==> src/shared/cbp_pkg.sv <==
package cbp_pkg;
  // register byte offsets
  localparam logic [7:0] OFS_CONTROL = 8'h00;
  localparam logic [7:0] OFS_DUTY_HIGH = 8'h04;
  localparam logic [7:0] OFS_COMPARE = 8'h08;
  localparam logic [7:0] OFS_DEADBAND = 8'h0C;
  localparam logic [7:0] OFS_TIMER_ASSIGN = 8'h10;
  localparam logic [7:0] OFS_PERIOD_LIMIT = 8'h14;
  localparam logic [7:0] OFS_PRESCALE = 8'h18;
  localparam logic [7:0] OFS_STATUS = 8'h1C;
  // control register fields
  localparam int CFG_LSB = 6;
  localparam int DLOW_LSB = 4;
  localparam logic [7:0] CONTROL_RESET = 8'h00;
  // mode_select_field codes
  localparam logic [3:0] MODE_TOGGLE = 4'h2;
  localparam logic [3:0] MODE_SET = 4'h8;
  localparam logic [3:0] MODE_CLEAR = 4'h9;
  localparam logic [3:0] MODE_FLAG = 4'hA;
  localparam logic [3:0] MODE_TRIGGER = 4'hB;
  localparam logic [1:0] MODE_PWM_TOP = 2'h3;
  // output_config_field codes
  localparam logic [1:0] CFG_SINGLE = 2'h0;
  localparam logic [1:0] CFG_FWD = 2'h1;
  localparam logic [1:0] CFG_HALF = 2'h2;
  localparam logic [1:0] CFG_REV = 2'h3;
  // timer assignment codes
  localparam logic [2:0] TSEL_FIRST = 3'h0;
  localparam logic [2:0] TSEL_SECOND_LAST = 3'h3;
  // prescale codes and divide-by values
  localparam logic [1:0] PRE_DIV1 = 2'h0;
  localparam logic [1:0] PRE_DIV4 = 2'h1;
  localparam logic [4:0] DIV1 = 5'h01;
  localparam logic [4:0] DIV4 = 5'h04;
  localparam logic [4:0] DIV16 = 5'h10;
  // one instruction cycle is four clocks
  localparam int CLKS_PER_ICYCLE = 4;
  localparam logic [1:0] Q_LAST = 2'h3;
  // status register fields
  localparam int ST_FLAG = 0;
  localparam int ST_PIN = 1;
  localparam int ST_RUN = 2;
  localparam int ST_OUT_LSB = 4;

  typedef struct packed {
    logic psel;
    logic penable;
    logic pwrite;
    logic [7:0] paddr;
    logic [31:0] pwdata;
  } cbp_apb_req_t;

  typedef struct packed {
    logic pready;
    logic pslverr;
    logic [31:0] prdata;
  } cbp_apb_rsp_t;
endpackage

==> src/hdl/cbp_unit.sv <==
// Local design decisions: the register offsets and the APB interface to the registers.
`timescale 1ns/1ps
`default_nettype none

// Notes on behaviour
// - compare value checked against assigned timer
// - match drives, clears, toggles pin, sets flag
// - compare codes 0010, 1000, 1001, 1010, 1011
// - code 1010: flag only, pin untouched
// - code 1011: trigger resets assigned timer
// - trigger starts conversion only if enabled
// - zero control write forces compare pin low
// - assign 000 first timer, 001-011 second
// - pwm on four outputs, 10-bit duty
// - config 10 half, 01/11 full bridge
// - polarity per pair from low mode bits
// - codes 1100-1111 select pair polarities
// - pwm starts only at new period
// - 10-bit base: period timer plus 2 bits
// - period is 4*(limit+1)*prescale clocks
// - width is duty*prescale clocks
// - low duty bits from control register
// - half bridge: b is complement of a
// - dead band delays active edge, 4 clocks/unit
// - dead band beyond duty keeps output inactive
// - forward: a active, d modulated, b c off
// - reverse: c active, b modulated, a d off
module cbp_unit (
  // clock and reset
  input wire logic clock_i,
  input wire logic reset_i,
  // register bus
  input wire cbp_pkg::cbp_apb_req_t apb_i,
  output cbp_pkg::cbp_apb_rsp_t apb_o,
  // timer counts and converter state
  input wire logic [15:0] first_timer_i,
  input wire logic [15:0] second_timer_i,
  input wire logic adc_enabled_i,
  // triggers
  output logic [1:0] timer_reset_o,
  output logic adc_start_o,
  // pins
  output logic compare_pin_o,
  output logic compare_pin_oe_o,
  output logic [3:0] pwm_out_o,
  output logic [3:0] pwm_oe_o
);
  // registers
  logic [7:0] ctrl_r;
  logic [7:0] duty_high_r;
  logic [15:0] cmp_r;
  logic [6:0] dead_r;
  logic [2:0] tsel_r;
  logic [7:0] plim_r;
  logic [1:0] pre_r;
  logic flag_r;
  logic cmp_pin_r;
  logic eq_d_r;
  logic [1:0] trig_r;
  logic adc_r;
  logic pready_r;
  logic pslverr_r;
  logic [31:0] prdata_r;
  logic [4:0] pre_cnt_r;
  logic [1:0] q_r;
  logic [7:0] ptmr_r;
  logic run_r;
  logic [8:0] db_a_r;
  logic [8:0] db_b_r;
  logic [3:0] pwm_r;
  logic [3:0] oe_r;
  logic cmp_oe_r;

  function automatic logic [8:0] db_next(input logic want,
                                         input logic [8:0] cnt,
                                         input logic [8:0] load);
    logic [8:0] n;
    n = 9'h000;
    if (!want)
      n = load;
    else if (cnt != 9'h000)
      n = cnt - 9'h001;
    return n;
  endfunction

  // bus decode
  wire logic access = apb_i.psel && apb_i.penable;
  wire logic wr_en = access && pready_r && apb_i.pwrite;
  wire logic hit_ctrl = apb_i.paddr == cbp_pkg::OFS_CONTROL;
  wire logic hit_duty = apb_i.paddr == cbp_pkg::OFS_DUTY_HIGH;
  wire logic hit_cmp = apb_i.paddr == cbp_pkg::OFS_COMPARE;
  wire logic hit_dead = apb_i.paddr == cbp_pkg::OFS_DEADBAND;
  wire logic hit_tsel = apb_i.paddr == cbp_pkg::OFS_TIMER_ASSIGN;
  wire logic hit_plim = apb_i.paddr == cbp_pkg::OFS_PERIOD_LIMIT;
  wire logic hit_pre = apb_i.paddr == cbp_pkg::OFS_PRESCALE;
  wire logic hit_stat = apb_i.paddr == cbp_pkg::OFS_STATUS;
  wire logic mapped = hit_ctrl | hit_duty | hit_cmp | hit_dead | hit_tsel
                      | hit_plim | hit_pre | hit_stat;
  wire logic wr_ctrl = wr_en && hit_ctrl;
  wire logic flag_clr = wr_en && hit_stat && apb_i.pwdata[cbp_pkg::ST_FLAG];

  wire logic [3:0] mode = ctrl_r[3:0];
  wire logic [1:0] cfg = ctrl_r[cbp_pkg::CFG_LSB +: 2];
  wire logic pwm_on = mode[3:2] == cbp_pkg::MODE_PWM_TOP;

  // compare section
  wire logic is_cmp = (mode == cbp_pkg::MODE_TOGGLE)
                      || (mode[3:2] == 2'h2);
  wire logic sel_first = tsel_r == cbp_pkg::TSEL_FIRST;
  wire logic sel_second = (tsel_r != cbp_pkg::TSEL_FIRST)
                          && (tsel_r <= cbp_pkg::TSEL_SECOND_LAST);
  wire logic [15:0] base_cnt = sel_first ? first_timer_i : second_timer_i;
  // reserved assignment codes never match
  wire logic eq_now = is_cmp && (sel_first || sel_second)
                      && (base_cnt == cmp_r);
  // act once per match: the timer may sit on the value for many clocks
  wire logic match_ev = eq_now && !eq_d_r;
  wire logic fire_trig = match_ev && (mode == cbp_pkg::MODE_TRIGGER);
  wire logic [1:0] trig_nxt = fire_trig ? {sel_second, sel_first}
                                        : 2'h0;

  logic pin_nxt;
  always_comb begin
    pin_nxt = cmp_pin_r;
    if (wr_ctrl && apb_i.pwdata[7:0] == 8'h00)
      pin_nxt = 1'b0;
    else if (wr_ctrl && apb_i.pwdata[3:0] == cbp_pkg::MODE_SET)
      pin_nxt = 1'b0;
    else if (wr_ctrl && apb_i.pwdata[3:0] == cbp_pkg::MODE_CLEAR)
      pin_nxt = 1'b1;
    else if (match_ev) begin
      case (mode)
        cbp_pkg::MODE_TOGGLE: pin_nxt = !cmp_pin_r;
        cbp_pkg::MODE_SET: pin_nxt = 1'b1;
        cbp_pkg::MODE_CLEAR: pin_nxt = 1'b0;
        default: pin_nxt = cmp_pin_r;
      endcase
    end
  end

  // set wins over a clear in the same cycle
  wire logic flag_nxt = match_ev || (flag_r && !flag_clr);
  wire logic cmp_oe_nxt = (mode == cbp_pkg::MODE_TOGGLE)
                          || (mode == cbp_pkg::MODE_SET)
                          || (mode == cbp_pkg::MODE_CLEAR);

  // pwm time base
  wire logic [4:0] div = (pre_r == cbp_pkg::PRE_DIV1) ? cbp_pkg::DIV1 :
                         (pre_r == cbp_pkg::PRE_DIV4) ? cbp_pkg::DIV4 :
                         cbp_pkg::DIV16;
  wire logic tick = pre_cnt_r == (div - 5'h01);
  wire logic q_wrap = tick && (q_r == cbp_pkg::Q_LAST);
  wire logic period_start = q_wrap && (ptmr_r == plim_r);
  wire logic [4:0] pre_nxt = tick ? 5'h00 : pre_cnt_r + 5'h01;
  wire logic [1:0] q_nxt = tick ? q_r + 2'h1 : q_r;
  wire logic [7:0] ptmr_nxt = period_start ? 8'h00 :
                              q_wrap ? ptmr_r + 8'h01 : ptmr_r;
  wire logic [9:0] base10 = {ptmr_r, q_r};
  wire logic [9:0] duty10 = {duty_high_r,
                             ctrl_r[cbp_pkg::DLOW_LSB +: 2]};
  wire logic raw = base10 < duty10;
  // hold off until a period boundary so no partial pulse appears
  wire logic run_nxt = pwm_on && (run_r || period_start);

  // dead band only in half bridge, in instruction cycles
  wire logic half = cfg == cbp_pkg::CFG_HALF;
  wire logic [8:0] db_load = half ? 9'(dead_r) * 9'(cbp_pkg::CLKS_PER_ICYCLE)
                                  : 9'h000;
  wire logic [8:0] db_a_nxt = db_next(run_r && raw, db_a_r, db_load);
  wire logic [8:0] db_b_nxt = db_next(run_r && !raw, db_b_r, db_load);
  // an output whose delay outlasts its active time never turns on
  wire logic a_half = run_r && raw && db_a_r == 9'h000;
  wire logic b_half = run_r && !raw && db_b_r == 9'h000;

  logic [3:0] act_nxt;
  logic [3:0] oe_nxt;
  always_comb begin
    act_nxt = 4'h0;
    oe_nxt = 4'h0;
    if (pwm_on) begin
      case (cfg)
        cbp_pkg::CFG_SINGLE: begin
          act_nxt = {3'h0, run_r && raw};
          oe_nxt = 4'h1;
        end
        cbp_pkg::CFG_HALF: begin
          act_nxt = {2'h0, b_half, a_half};
          oe_nxt = 4'h3;
        end
        cbp_pkg::CFG_FWD: begin
          act_nxt = {run_r && raw, 2'h0, run_r};
          oe_nxt = 4'hF;
        end
        cbp_pkg::CFG_REV: begin
          act_nxt = {1'b0, run_r, run_r && raw, 1'b0};
          oe_nxt = 4'hF;
        end
        default: begin
          act_nxt = 4'h0;
          oe_nxt = 4'h0;
        end
      endcase
    end
  end
  // mode bit 1 inverts pair a/c, bit 0 inverts pair b/d
  wire logic [3:0] pol = {mode[0], mode[1], mode[0], mode[1]};
  wire logic [3:0] pwm_nxt = pwm_on ? act_nxt ^ pol : 4'h0;

  // read path
  wire logic [7:0] status = {pwm_r, 1'b0, run_r, cmp_pin_r, flag_r};
  wire logic [31:0] rd_mux =
    hit_ctrl ? {24'h0, ctrl_r} :
    hit_duty ? {24'h0, duty_high_r} :
    hit_cmp ? {16'h0, cmp_r} :
    hit_dead ? {25'h0, dead_r} :
    hit_tsel ? {29'h0, tsel_r} :
    hit_plim ? {24'h0, plim_r} :
    hit_pre ? {30'h0, pre_r} :
    hit_stat ? {24'h0, status} : 32'h0;
  wire logic rdy_nxt = access && !pready_r;

  always_ff @(posedge clock_i) begin
    if (reset_i) begin
      ctrl_r <= cbp_pkg::CONTROL_RESET;
      duty_high_r <= 8'h00;
      cmp_r <= 16'h0000;
      dead_r <= 7'h00;
      tsel_r <= 3'h0;
      plim_r <= 8'h00;
      pre_r <= 2'h0;
    end else if (wr_en) begin
      if (hit_ctrl) ctrl_r <= apb_i.pwdata[7:0];
      if (hit_duty) duty_high_r <= apb_i.pwdata[7:0];
      if (hit_cmp) cmp_r <= apb_i.pwdata[15:0];
      if (hit_dead) dead_r <= apb_i.pwdata[6:0];
      if (hit_tsel) tsel_r <= apb_i.pwdata[2:0];
      if (hit_plim) plim_r <= apb_i.pwdata[7:0];
      if (hit_pre) pre_r <= apb_i.pwdata[1:0];
    end
  end

  always_ff @(posedge clock_i) begin
    if (reset_i) begin
      pready_r <= 1'b0;
      pslverr_r <= 1'b0;
      prdata_r <= 32'h0;
    end else begin
      pready_r <= rdy_nxt;
      pslverr_r <= rdy_nxt && !mapped;
      prdata_r <= (rdy_nxt && !apb_i.pwrite) ? rd_mux : 32'h0;
    end
  end

  always_ff @(posedge clock_i) begin
    if (reset_i) begin
      flag_r <= 1'b0;
      cmp_pin_r <= 1'b0;
      cmp_oe_r <= 1'b0;
      eq_d_r <= 1'b0;
      trig_r <= 2'h0;
      adc_r <= 1'b0;
    end else begin
      flag_r <= flag_nxt;
      cmp_pin_r <= pin_nxt;
      cmp_oe_r <= cmp_oe_nxt;
      eq_d_r <= eq_now;
      trig_r <= trig_nxt;
      adc_r <= fire_trig && adc_enabled_i;
    end
  end

  always_ff @(posedge clock_i) begin
    if (reset_i) begin
      pre_cnt_r <= 5'h00;
      q_r <= 2'h0;
      ptmr_r <= 8'h00;
      run_r <= 1'b0;
      db_a_r <= 9'h000;
      db_b_r <= 9'h000;
      pwm_r <= 4'h0;
      oe_r <= 4'h0;
    end else begin
      pre_cnt_r <= pre_nxt;
      q_r <= q_nxt;
      ptmr_r <= ptmr_nxt;
      run_r <= run_nxt;
      db_a_r <= db_a_nxt;
      db_b_r <= db_b_nxt;
      pwm_r <= pwm_nxt;
      oe_r <= oe_nxt;
    end
  end

  assign apb_o = '{pready: pready_r, pslverr: pslverr_r, prdata: prdata_r};
  assign timer_reset_o = trig_r;
  assign adc_start_o = adc_r;
  assign compare_pin_o = cmp_pin_r;
  assign compare_pin_oe_o = cmp_oe_r;
  assign pwm_out_o = pwm_r;
  assign pwm_oe_o = oe_r;
endmodule

`default_nettype wire

==> config.mk <==
export PLATFORM = sky130hd
export DESIGN_NAME = cbp_unit
export DESIGN_NICKNAME = d
export VERILOG_FILES = /design/src/shared/cbp_pkg.sv /design/src/hdl/cbp_unit.sv
export SDC_FILE = /design/constraint.sdc
export NUM_CORES = 1
export LEC_CHECK = 0
export BUFFER_PORTS_ARGS = -buffer_cell sky130_fd_sc_hd__buf_2
export CAP_MARGIN = 20
export CORE_MARGIN = 1.5
export CORE_UTILIZATION = 55
export DETAILED_ROUTE_END_ITERATION = 10
export GPL_ROUTABILITY_DRIVEN = 0
export PLACE_DENSITY_LB_ADDON = 0.3
export SLEW_MARGIN = 20
export SYNTH_ARGS = -nofsm -noshare
export SYNTH_HDL_FRONTEND = slang
export SYNTH_SLANG_ARGS = --single-unit
export TNS_END_PERCENT = 30
==> constraint.sdc <==
create_clock -name clock_i -period 3 [get_ports clock_i]
set_input_delay 0.15 -clock clock_i [delete_from_list [all_inputs] [get_ports clock_i]]
set_output_delay 0.15 -clock clock_i [all_outputs]
set_load 0.1 [all_outputs]
# Word-level counts from Yosys, hierarchy flattened
# Index checks and enable logic that the tools add are counted.
dict set report totals {
  regBits 135
  elab_cells 158
  inputBits 78
  output_inout_bits 47
}
dict set report op_classes {
  eq_ne 23
  add_sub_neg 6
  muxes 22
  reduce_logical 68
  n_lt_le_gt_ge 2
  bitwise 11
}
# op n
set op_table {}
lappend op_table {{$mux W8} 7}
lappend op_table {{$mux W9} 5}
lappend op_table {{$eq A8 B5 Y1 const B} 4}
lappend op_table {{$mux W16} 2}
lappend op_table {{$logic_and A1 B1 Y1} 26}
lappend op_table {{$eq A4 B4 Y1 const B} 5}
lappend op_table {{$logic_not A9 Y1} 2}
lappend op_table {{$reduce_bool A9 Y1} 2}
lappend op_table {{$sub A9 B1 Y9 const B} 2}
lappend op_table {{$eq A16 B16 Y1} 1}
lappend op_table {{$eq A8 B4 Y1 const B} 2}
lappend op_table {{$logic_not A8 Y1} 2}
lappend op_table {{$pmux W4 S4} 1}
lappend op_table {{$reduce_and A2 Y1} 8}
lappend op_table {{$pmux W4 S3} 1}
lappend op_table {{$reduce_or A2 Y1} 6}
lappend op_table {{$eq A2 B2 Y1 const B} 5}
lappend op_table {{$lt A10 B10 Y1} 1}
lappend op_table {{$mux W5} 2}
lappend op_table {{$reduce_or A9 Y1} 1}
lappend op_table {{$add A8 B1 Y8 const B} 1}
lappend op_table {{$eq A8 B3 Y1 const B} 1}
lappend op_table {{$eq A8 B8 Y1} 1}
lappend op_table {{$logic_not A1 Y1} 7}
lappend op_table {{21 further kinds} 37}

# Depth between registers and ports, before layout
# Gate-level depths: netlist of run 1.
dict set report depth {
  ltp_word 10
  ltp_mapped 11
  ltp_nobuf 10
}

# Worst setup path before layout of run 1
# Ideal clock, no wire load.
dict set report synth_timing {
  path_type {reg-to-reg}
  start {reg duty_high_r[3]}
  end {reg db_b_r[8]}
  path_stages_with_launch 11
  path_buffers 1
  setup_slack_ns 0.609
  arrival_ns 2.326
  path_cell_list {dfxtp_1 inv_1 ha_1 a211o_1 a21o_1 a221oi_1 o21a_1 nand2b_1 buf_2 mux2_2 nor2_1}
}
dict set report synth_between {
  elab_chain_cells 4
}
# element line
set synth_lines {}
lappend synth_lines {{start: declaration} cbp_unit.sv:50} ;# logic [7:0] duty_high_r;
lappend synth_lines {{start signal: assignment} cbp_unit.sv:233} ;# if (hit_duty) duty_high_r <= apb_i.pwdata[7:0];
lappend synth_lines {{$lt A10 B10 Y1} cbp_unit.sv:161} ;# wire logic raw = base10 < duty10;
lappend synth_lines {{$logic_not A1 Y1} cbp_unit.sv:170} ;# wire logic [8:0] db_b_nxt = db_next(run_r && !raw, db_b_r, db_load);
lappend synth_lines {{$logic_and A1 B1 Y1} cbp_unit.sv:170}
lappend synth_lines {{$mux W9} cbp_unit.sv:79} ;# if (!want)
lappend synth_lines {{end signal: assignment} cbp_unit.sv:288} ;# db_b_r <= db_b_nxt;
lappend synth_lines {{end: declaration} cbp_unit.sv:69} ;# logic [8:0] db_b_r;
# Every way passes these cells.
# A chain may end at the register's enable or synchronous reset.

# Final worst setup path of run 1
dict set report layout_timing {
  start {reg tsel_r[2]}
  end {reg cmp_pin_r, in the netlist compare_pin_o}
}
dict set report layout_between {
  elab_chain_cells 8
}
# element line
set layout_lines {}
lappend layout_lines {{start: declaration} cbp_unit.sv:53} ;# logic [2:0] tsel_r;
lappend layout_lines {{start signal: assignment} cbp_unit.sv:236} ;# if (hit_tsel) tsel_r <= apb_i.pwdata[2:0];
lappend layout_lines {{$le A3 B2 Y1 or $reduce_bool A3 Y1 (tied branches)} {cbp_unit.sv:111, cbp_unit.sv:110}}
lappend layout_lines {{$logic_and A1 B1 Y1} cbp_unit.sv:111} ;# && (tsel_r <= cbp_pkg::TSEL_SECOND_LAST);
lappend layout_lines {{$logic_or A1 B1 Y1} cbp_unit.sv:114} ;# wire logic eq_now = is_cmp && (sel_first || sel_second)
lappend layout_lines {{$logic_and A1 B1 Y1} cbp_unit.sv:114}
lappend layout_lines {{$logic_and A1 B1 Y1 *} cbp_unit.sv:115} ;# && (base_cnt == cmp_r);
lappend layout_lines {{$logic_and A1 B1 Y1 *} cbp_unit.sv:117} ;# wire logic match_ev = eq_now && !eq_d_r;
lappend layout_lines {{$reduce_bool A2 Y1 (no source line) *} n/a}
lappend layout_lines {{$reduce_and A2 Y1 (no source line) *} n/a}
lappend layout_lines {{end signal: assignment} cbp_unit.sv:264} ;# cmp_pin_r <= pin_nxt;
lappend layout_lines {{end: declaration} cbp_unit.sv:57} ;# logic cmp_pin_r;
# Every way passes the cells marked *; elsewhere a longest branch is shown, timed or not.

==> flow_summary_export.csv, run 1 <==
group,metric,value,unit
sta,setup_violations,0,
critical_path,crit_end,"compare_pin_o$_SDFFE_PP0P_",
critical_path,critPathKind,"flop to flop",
critical_path,start_kind,"flop",
clock_tree,clk_latency,0.53,ns
drt,viasPerCell,5.71,
cells_and_area,area_growth,20.5,%
power_and_ir_drop,power.density,525,mW/mm^2
synthesis,ys_top_cells_by_count,"dfxtp_1 (118), nor2_1 (98), mux2i_1 (60)",
critical_path,crit_start,"tsel_r[2]$_SDFFE_PP0P_",
drt,drcViolationCount,0,
drt,dr.pass1.iters,5,
critical_path,path_cells,"nor3_4, mux2_2, a32oi_1, nand4_1, nor4_4, nand2_1, a211o_1, o21ai_2",
global_routing,grt_pass1_wl,25100,um
critical_path,cp.depth,8,
synthesis,synth.most_common_cell,"dfxtp_1",
critical_path,cp_num_buf_inv,0,
synthesis,synthTopCellsByArea,"dfxtp_1 (39%), mux2i_1 (9.9%), nor2_1 (6.1%)",
synthesis,synth_top_flop_cell,"dfxtp_1",
clock_tree,clkSinkCount,118,
critical_path,crit_arrival,3.07,ns
placed_design,io_buffers,92,
clock_tree,cts_root_buffer,"clkbuf_8",
worst_hold_path,min_path_type,"input pin to flop",
drt,wirelength,16000,um
cells_and_area,antennaDiodeCount,0,
critical_path,required,3.46,ns
floorplan,die_area,0.0117,mm^2
synthesis,synth_area,0.00608,mm^2
critical_path,critPathCaptureType,"flop",
clock_tree,post_cts_resized,0,
worst_hold_path,hold_depth,3,
global_routing,grt_max_degree,82,
sta,tns,0,ns
floorplan,fp-row-count,38,
clock_tree,cts.clk_slew.worst_paths,0.06,ns
sta,hold_viol,0,
global_routing,grt_pass1_vias,5238,
critical_path,regToRegSetupSlack,0.40,ns
sta,worst_slew_pin_slew,0.880,ns
synthesis,synth_edf_count,0,
sta,max_freq,384,MHz
floorplan,io_pins,125,
clock_tree,cts_buffers,17,
synthesis,ys_ff_latch,118,
synthesis,async_flop_share,0,
synthesis,synth_cells,713,
critical_path,rr_endpoint,"compare_pin_o$_SDFFE_PP0P_",
floorplan,die_w,108,um
job,maxCapViolCount,0,
sta,skew,0.0114,ns
synthesis,yosys_warnings,0,
sta,max_slew_margin,0.413,
cells_and_area,postLayoutCoreUtil,0.679,
outcome,status,"completed",
floorplan,start_util,0.563,
floorplan,fp.coreArea,0.0108,mm^2
critical_path,reg2regPathDepth,8,
clock_tree,htreeDepth,4,
critical_path,slowest_delay,0.56,ns
synthesis,avgSynthCellArea,8.53,um^2
drt,antenna_left,0,
power_and_ir_drop,p_leak,0.00318,uW
drt,drtIter0Drc,476,
global_routing,antenna_found_initial,0,
synthesis,synth_cell_types,64,
global_routing,grtUsageTotal,0.280,
power_and_ir_drop,power,3840,uW
cells_and_area,drive_above_1_share,0.189,
synthesis,yosysSeqAreaShare,0.389,
drt,wl_per_cell,16.5,um
synthesis,yosysTopAreaCell,"dfxtp_1",
critical_path,r2r_start,"tsel_r[2]$_SDFFE_PP0P_",
sta,grt_setup_unrepaired,"false",
critical_path,crit_family,"simple AND/OR/NAND/NOR gates",
clock_tree,cts_tree,"done",
placed_design,dp_hpwl,11100,um
drt,vias,5524,
synthesis,yosys.area.top_type_share,0.389,
critical_path,slowest_stage,"nor3_4",
sta,finalCritPeriodShare,0.868,
power_and_ir_drop,irDropWorstVdd,0.376,mV
cells_and_area,nets,906,
floorplan,die_h,108,um
critical_path,path_max_fanout,16,
global_routing,overflow,0,
sta,period_needed,2.60,ns
clock_tree,clock_path_buffers,2,
sta,drv_slew,0,
-- power breakdown --
group / internal [uW] / switching (uW) / total, uW
logic: 86.6 / 209 / 296
clock network: 1280 / 685 / 1970
registers: 1570 / 5.01 / 1580
-- cells by family (layout without fill, tap and decap cells) --
kind of cell | count (synthesis) | after routing | synth area share
buffers and inverters | 89 | 188 | 0.0692
AO/OA/AOI/OAI | 107 | 107 | 0.120
other | 1 | 16 | 0.000617
adder cells (fa/ha/maj) | 14 | 14 | 0.0288
AND/OR/NAND/NOR | 279 | 279 | 0.228
multiplexers | 64 | 64 | 0.106
XOR/XNOR | 41 | 41 | 0.0591
flip-flops | 118 | 118 | 0.389
-- sequential cells by signal (all words and copies together) (netlist names), 2 cells and up --
name and count:
cmp_r 16, prdata_r 16, db_a_r 9, db_b_r 9, ctrl_r 8, duty_high_r 8
plim_r 8, ptmr_r 8, dead_r 7, pre_cnt_r 5, pwm_out_o 4, pwm_oe_o 3
tsel_r 3, pre_r 2, q_r 2, timer_reset_o 2
-- routing by layer --
layer,track usage,vias up,part of all wire
met1,0.342,2582,0.41
met2,0.463,260,0.48
met3,0.0693,40,0.088
met4,0.133,0,0.026
li1,-,2642,-
met5,0,-,0
-- final cells by class --
| type | count | area [um^2] |
|---|---|---|
| Clock inverter | 8 | 95.1 |
| Inverter | 35 | 131 |
| Fill cell | 872 | 3470 |
| Timing Repair Buffer | 121 | 721 |
| Multi-Input combinational cell | 521 | 3350 |
| Clock buffer | 24 | 490 |
| Tap cell | 140 | 175 |
| Sequential cell | 118 | 2360 |
-- tightest hold or removal path, delay by kind of cell --
kind,cells,cell delay (ns)
and+or+nand+nor,1,0.10
buffers and inverters,1,0.19
AOI/OAI and AO/OA,1,0.06
-- worst min-delay path by stage --
stage	start	endpoint	slack (ns)
floorplan	adc_enabled_i	adc_start_o$_SDFF_PP0_	0.26
detailed placement	adc_enabled_i	adc_start_o$_SDFF_PP0_	0.39
CTS	apb_i[0]	pre_r[0]$_SDFFE_PP0P_	0.006
finish	apb_i[0]	pre_r[0]$_SDFFE_PP0P_	0.02
global route	apb_i[0]	pre_r[0]$_SDFFE_PP0P_	0.02
global placement	adc_enabled_i	adc_start_o$_SDFF_PP0_	0.37
-- metrics by stage --
step | cell area (um^2) | worst slack, ns | std cells | hold WS, ns
2_1_floorplan | 6130 | 0.609 | 728 | 0.262
3_3_place_gp | 6570 | 0.479 | 918 | 0.369
3_5_place_dp | 6570 | 0.422 | 918 | 0.389
4_1_cts | 7330 | 0.399 | 967 | 0.00629
5_1_grt | 7330 | 0.208 | 967 | 0.0157
6_report | 7330 | 0.396 | 967 | 0.0178
-- cells in the final DEF, fill, tap and decap left out, drive strengths merged, types with 12 or more instances in the layout --
master,count
a21oi,34
buf,104
clkbuf,24
conb,16
dfxtp,118
dlygate4sd3,17
ha,14
inv,35
mux2i,60
nand2,50
nand2b,13
nand3,25
nor2,100
nor3,24
nor4,12
o21ai,13
or3,12
xnor2,29
xor2,12
-- what timing repair did --
action	4_1_cts	5_1_grt
hold buffers	17	0
buffers inserted	0	0
hold endpoints to repair	28	0
Power figures use the tool's default switching activity.
==> inputs of run 2 (changes only) <==
--- a/config.mk
+++ b/config.mk
@@ -7,8 +7,10 @@
 export LEC_CHECK = 0
 export BUFFER_PORTS_ARGS = -buffer_cell sky130_fd_sc_hd__buf_2
 export CAP_MARGIN = 20
+export CELL_PAD_IN_SITES_DETAIL_PLACEMENT = 1
+export CELL_PAD_IN_SITES_GLOBAL_PLACEMENT = 1
 export CORE_MARGIN = 1.5
-export CORE_UTILIZATION = 55
+export CORE_UTILIZATION = 41
 export DETAILED_ROUTE_END_ITERATION = 10
 export GPL_ROUTABILITY_DRIVEN = 0
 export PLACE_DENSITY_LB_ADDON = 0.3
==> run 2 against run 1 <==
Compared with the run above: final cell count rose by 3.5%; first-iteration DRC count fell by 34%; highest routed layer unchanged; total power fell by 3.1%; sequential share of layout area rose by 0.30 points; hold slack improved by 0.058 ns; register-to-register slack got worse by 0.07 ns; global-route usage fell by 3.9 points; utilization fell by 18 points; critical path depth rose by 2; critical endpoint is now pwm_out_o[3]$_SDFF_PP0_; setup slack got worse by 0.074 ns.
==> flow_summary_export.csv, run 2 (synthesis gave the netlist of run 1 again) <==
group,metric,value,unit
worst_hold_path,min_path_type,"input pin to flop",
critical_path,cp_num_buf_inv,2,
floorplan,io_pins,125,
power_and_ir_drop,p_leak,0.00312,uW
cells_and_area,fillers,1744,
critical_path,critPathCaptureType,"flop",
placed_design,placed_cells,962,
sta,finalCritPeriodShare,0.893,
cells_and_area,final_cells,1001,
critical_path,critPathKind,"flop to flop",
clock_tree,htreeDepth,4,
cells_and_area,top_regs,"cmp_r (16), prdata_r (16)",
global_routing,antenna_found_initial,0,
clock_tree,clock_path_buffers,2,
sta,max_slew_margin,0.359,
cells_and_area,design_area,0.00726,mm^2
placed_design,io_buffers,92,
drt,wl_per_cell,18.5,um
floorplan,die_h,125,um
clock_tree,cts_buffers,17,
sta,period_needed,2.68,ns
cells_and_area,area_growth,19.4,%
critical_path,required,3.31,ns
job,maxCapViolCount,0,
clock_tree,cts_tree,"done",
power_and_ir_drop,irDropWorstVdd,0.394,mV
critical_path,crit_arrival,2.99,ns
cells_and_area,layout_commonest_cell,"dfxtp_1",
drt,drtIter0Drc,312,
clock_tree,clk_latency,0.43,ns
cells_and_area,most-common-layout-cells,"dfxtp_1 (118), nor2_1 (98), buf_2 (92)",
drt,antenna_left,0,
global_routing,grt_max_degree,82,
drt,viasPerCell,5.48,
power_and_ir_drop,power_frac_comb,0.080,
sta,skew,0.00848,ns
power_and_ir_drop,power.share.switching,0.246,
power_and_ir_drop,p_switching,916,uW
global_routing,grt_pass1_vias,5678,
clock_tree,clkSinkCount,118,
floorplan,die_area,0.0156,mm^2
floorplan,fp.coreArea,0.0145,mm^2
sta,max_freq,373,MHz
sta,grt_setup_unrepaired,"false",
power_and_ir_drop,p_clk_frac,0.496,
drt,drcViolationCount,0,
outcome,status,"completed",
floorplan,start_util,0.420,
global_routing,overflow,0,
cells_and_area,nets,898,
drt,vias,5481,
clock_tree,cts.clk_slew.worst_paths,0.05,ns
critical_path,crit_family,"compound AO/OA/AOI/OAI gates",
cells_and_area,antennaDiodeCount,0,
sta,setup_violations,0,
clock_tree,cts_root_buffer,"clkbuf_16",
critical_path,path_cells,"inv_1, ha_1, a211o_1, a21o_1, a221oi_1, o211ai_1, buf_4, nor3b_1, xnor2_1, nor2_1",
cells_and_area,drive_above_1_share,0.185,
critical_path,slowest_delay,0.46,ns
sta,worst_slew_pin_slew,0.960,ns
power_and_ir_drop,pwr-share-seq,0.424,
critical_path,start_kind,"flop",
sta,holdWs,0.0758,ns
drt,dr.pass1.iters,4,
sta,drv_slew,0,
floorplan,fp-row-count,44,
placed_design,place_area,0.00664,mm^2
floorplan,die_w,125,um
drt,wirelength,18500,um
global_routing,grt_pass1_wl,29600,um
clock_tree,postCtsSetupBuffers,0,
sta,tns,0,ns
power_and_ir_drop,power.density,513,mW/mm^2
placed_design,dp_hpwl,13200,um
power_and_ir_drop,p_int,2810,uW
global_routing,grtUsageTotal,0.241,
critical_path,slowest_stage,"a221oi_1",
sta,hold_viol,0,
critical_path,path_max_fanout,17,
run 2: power groups by stage:
| stage | clock network, uW | logic (uW) | registers, uW |
|---|---|---|---|
| 2_1_floorplan | 0 | 215 | 1610 |
| 3_3_place_gp | 0 | 279 | 1610 |
| 3_5_place_dp | 0 | 285 | 1610 |
| 4_1_cts | 1870 | 296 | 1580 |
| 5_1_grt | 1940 | 317 | 1580 |
| 6_report | 1850 | 297 | 1580 |
run 2: worst register-to-register path, stage by stage, from the launching register on:
cell	delay, ns
dfxtp_1	0.36
inv_1	0.06
ha_1	0.31
a211o_1	0.30
a21o_1	0.15
a221oi_1	0.46
o211ai_1	0.19
buf_4	0.23
nor3b_1	0.28
xnor2_1	0.16
nor2_1	0.06
run 2: per-layer routing:
metal	wire (um)	vias to the layer above	track usage
met1	8010	2630	0.294
met2	8810	172	0.402
met5	0	-	0
li1	-	2630	-
met4	629	0	0.114
met3	1040	49	0.0541
run 2: area by class of cell:
cell class | count | area [um^2] | area share
multi-input combinational | 521 | 3350 | 0.462
inverter | 35 | 131 | 0.0181
timing repair buffer | 113 | 653 | 0.0900
clock inverter | 3 | 17.5 | 0.00241
sequential | 118 | 2360 | 0.325
tap | 184 | 230 | 0.0317
clock buffer | 27 | 513 | 0.0707
run 2: final timing paths:
check | depth (start not counted) | endpoint | from | slack (ns)
worst max-delay path | 10 | pwm_out_o[3]$_SDFF_PP0_ | duty_high_r[3]$_SDFFE_PP0P_ | 0.32
worst min-delay path | 2 | pready_r$_SDFF_PP0_ | reset_i | 0.08
worst max register to register | 10 | pwm_out_o[3]$_SDFF_PP0_ | duty_high_r[3]$_SDFFE_PP0P_ | 0.32
worst min register to register | 1 | pre_cnt_r[0]$_SDFF_PP0_ | pre_cnt_r[0]$_SDFF_PP0_ | 0.48
run 2: through the flow:
stage,power [uW],setup slack [ns],utilization
floorplan,1820,0.609,-
global placement,1890,0.466,0.459
detailed placement,1900,0.324,0.459
CTS,3740,0.291,0.501
global route,3830,0.136,0.501
finish,3720,0.321,0.501
run 2: repair_timing:
item / CTS / global route
hold endpoints to repair: 9 / 0
hold buffers: 9 / 0
gates resized for setup: 0 / 0
==> inputs of run 3 (changes only) <==
--- a/config.mk
+++ b/config.mk
@@ -6,7 +6,7 @@
 export NUM_CORES = 1
 export LEC_CHECK = 0
 export BUFFER_PORTS_ARGS = -buffer_cell sky130_fd_sc_hd__buf_2
-export CAP_MARGIN = 20
+export CAP_MARGIN = 5
 export CELL_PAD_IN_SITES_DETAIL_PLACEMENT = 1
 export CELL_PAD_IN_SITES_GLOBAL_PLACEMENT = 1
 export CORE_MARGIN = 1.5
@@ -14,6 +14,7 @@
 export DETAILED_ROUTE_END_ITERATION = 10
 export GPL_ROUTABILITY_DRIVEN = 0
 export PLACE_DENSITY_LB_ADDON = 0.3
+export RECOVER_POWER = 25
 export SLEW_MARGIN = 20
 export SYNTH_ARGS = -nofsm -noshare
 export SYNTH_HDL_FRONTEND = slang
==> run 3 against run 2 <==
Compared with the run above: global-route usage unchanged; critical path depth unchanged; first-iteration DRC count is 14% higher; non-clock buffer count unchanged; clock power about the same; setup slack lost 0.030 ns; final cell count unchanged; fmax decreased by 1.1%; total power grew 0.10%; critical path type unchanged; largest cell class unchanged; largest power group unchanged.
==> flow_summary_export.csv, run 3 (synthesis gave the netlist of run 1 again) <==
group,metric,value,unit
outcome,status,"completed",
clock_tree,post_cts_resized,0,
sta,max_freq,369,MHz
job,maxCapViolCount,0,
critical_path,regToRegSetupSlack,0.29,ns
sta,tns,0,ns
power_and_ir_drop,power_frac_comb,0.080,
drt,vias,5441,
sta,skew,0.00825,ns
global_routing,overflow,0,
power_and_ir_drop,p_clk_frac,0.497,
critical_path,path_max_fanout,17,
global_routing,grt_pass1_wl,29600,um
cells_and_area,register_area,0.00236,mm^2
floorplan,io_pins,125,
clock_tree,postCtsHoldBufs,9,
clock_tree,cts_tree,"done",
clock_tree,clk_latency,0.43,ns
drt,drtIter0Drc,356,
power_and_ir_drop,p_leak,0.00299,uW
sta,grt_setup_unrepaired,"false",
placed_design,place_area,0.00664,mm^2
drt,wirelength,18400,um
clock_tree,clock_path_buffers,2,
power_and_ir_drop,power,3730,uW
floorplan,start_util,0.420,
global_routing,grt_pass1_vias,5678,
sta,finalCritPeriodShare,0.903,
cells_and_area,most-common-layout-cells,"dfxtp_1 (118), nor2_1 (98), buf_2 (62)",
cells_and_area,final_cells,1001,
cells_and_area,nets,898,
worst_hold_path,min_path_type,"input pin to flop",
sta,period_needed,2.71,ns
critical_path,start_kind,"flop",
floorplan,fp.coreArea,0.0145,mm^2
global_routing,grt_max_degree,82,
clock_tree,postCtsSetupBuffers,0,
cells_and_area,top_regs,"cmp_r (16), prdata_r (16)",
sta,drv_slew,0,
cells_and_area,fillers,1759,
placed_design,dp_hpwl,13200,um
cells_and_area,postLayoutCoreUtil,0.499,
placed_design,io_buffers,92,
clock_tree,htreeDepth,4,
clock_tree,cts.clk_slew.worst_paths,0.05,ns
clock_tree,cts_root_buffer,"clkbuf_16",
drt,viasPerCell,5.44,
floorplan,die_area,0.0156,mm^2
floorplan,die_h,125,um
cells_and_area,design_area,0.00722,mm^2
global_routing,antenna_found_initial,0,
cells_and_area,area_growth,18.8,%
power_and_ir_drop,power.density,516,mW/mm^2
power_and_ir_drop,power.share.switching,0.247,
drt,dr.pass1.iters,4,
sta,setup_violations,0,
power_and_ir_drop,irDropWorstVdd,0.396,mV
drt,wl_per_cell,18.4,um
critical_path,critPathKind,"flop to flop",
global_routing,grtUsageTotal,0.241,
sta,max_slew_margin,0.214,
clock_tree,clkSinkCount,118,
cells_and_area,multi_input_area,0.00335,mm^2
floorplan,fp-row-count,44,
sta,worst_slew_pin_slew,1.18,ns
drt,drcViolationCount,0,
clock_tree,cts_buffers,17,
cells_and_area,antennaDiodeCount,0,
critical_path,critPathCaptureType,"flop",
drt,antenna_left,0,
placed_design,placed_cells,962,
power_and_ir_drop,pwr-share-seq,0.423,
floorplan,die_w,125,um
cells_and_area,layout_commonest_cell,"dfxtp_1",
cells_and_area,drive_above_1_share,0.147,
critical_path,required,3.30,ns
sta,hold_viol,0,
power_and_ir_drop,p_switching,921,uW
power_and_ir_drop,p_int,2810,uW
critical_path,crit_arrival,3.01,ns
## run 3: cell types whose count changed in the layout (fill, tap and decap cells not counted)
cell	before	now
and2_1	8	7
and2_0	0	1
clkbuf_1	5	35
buf_2	92	62
or2_0	0	1
or2_2	4	3
## run 3: final timing paths
check / start / end / depth (start not counted)
setup reg to reg: duty_high_r[3]$_SDFFE_PP0P_ / pwm_out_o[3]$_SDFF_PP0_ / 10
setup / recovery: duty_high_r[3]$_SDFFE_PP0P_ / pwm_out_o[3]$_SDFF_PP0_ / 10
hold reg to reg: pre_cnt_r[0]$_SDFF_PP0_ / pre_cnt_r[0]$_SDFF_PP0_ / 1
hold / removal: reset_i / pready_r$_SDFF_PP0_ / 2
## run 3: through the flow
| stage | hold slack [ns] | setup WS [ns] |
|---|---|---|
| 2_1_floorplan | 0.262 | 0.609 |
| 3_3_place_gp | 0.368 | 0.466 |
| 3_5_place_dp | 0.383 | 0.324 |
| 4_1_cts | 0.0673 | 0.291 |
| 5_1_grt | 0.0831 | 0.113 |
| 6_report | 0.0751 | 0.291 |
## run 3: power by group through the flow
stage               Combinational (uW)  Clock (uW)  Sequential, uW
finish                             297        1850            1580
detailed placement                 285           0            1610
global placement                   279           0            1610
global route                       316        1940            1580
CTS                                296        1870            1580
floorplan                          215           0            1610
## run 3: area by class of cell
class,instances,share of cell area
Multi-Input combinational cell,521,0.464
Clock inverter,3,0.00243
Sequential cell,118,0.327
Tap cell,184,0.0319
Clock buffer,27,0.0710
Inverter,35,0.0182
Timing Repair Buffer,113,0.0852
## run 3: critical path, stage by stage, from the launching register on
cell,delay (ns)
dfxtp_1,0.36
inv_1,0.06
ha_1,0.31
a211o_1,0.30
a21o_1,0.15
a221oi_1,0.46
o211ai_1,0.19
buf_4,0.23
nor3b_1,0.29
xnor2_1,0.17
nor2_1,0.06
## run 3: routing by layer
layer	track usage	vias up	routed length (um)
li1	-	2627	-
met1	0.294	2617	8090
met2	0.402	153	8780
met3	0.0541	44	951
met4	0.114	0	609
met5	0	-	0
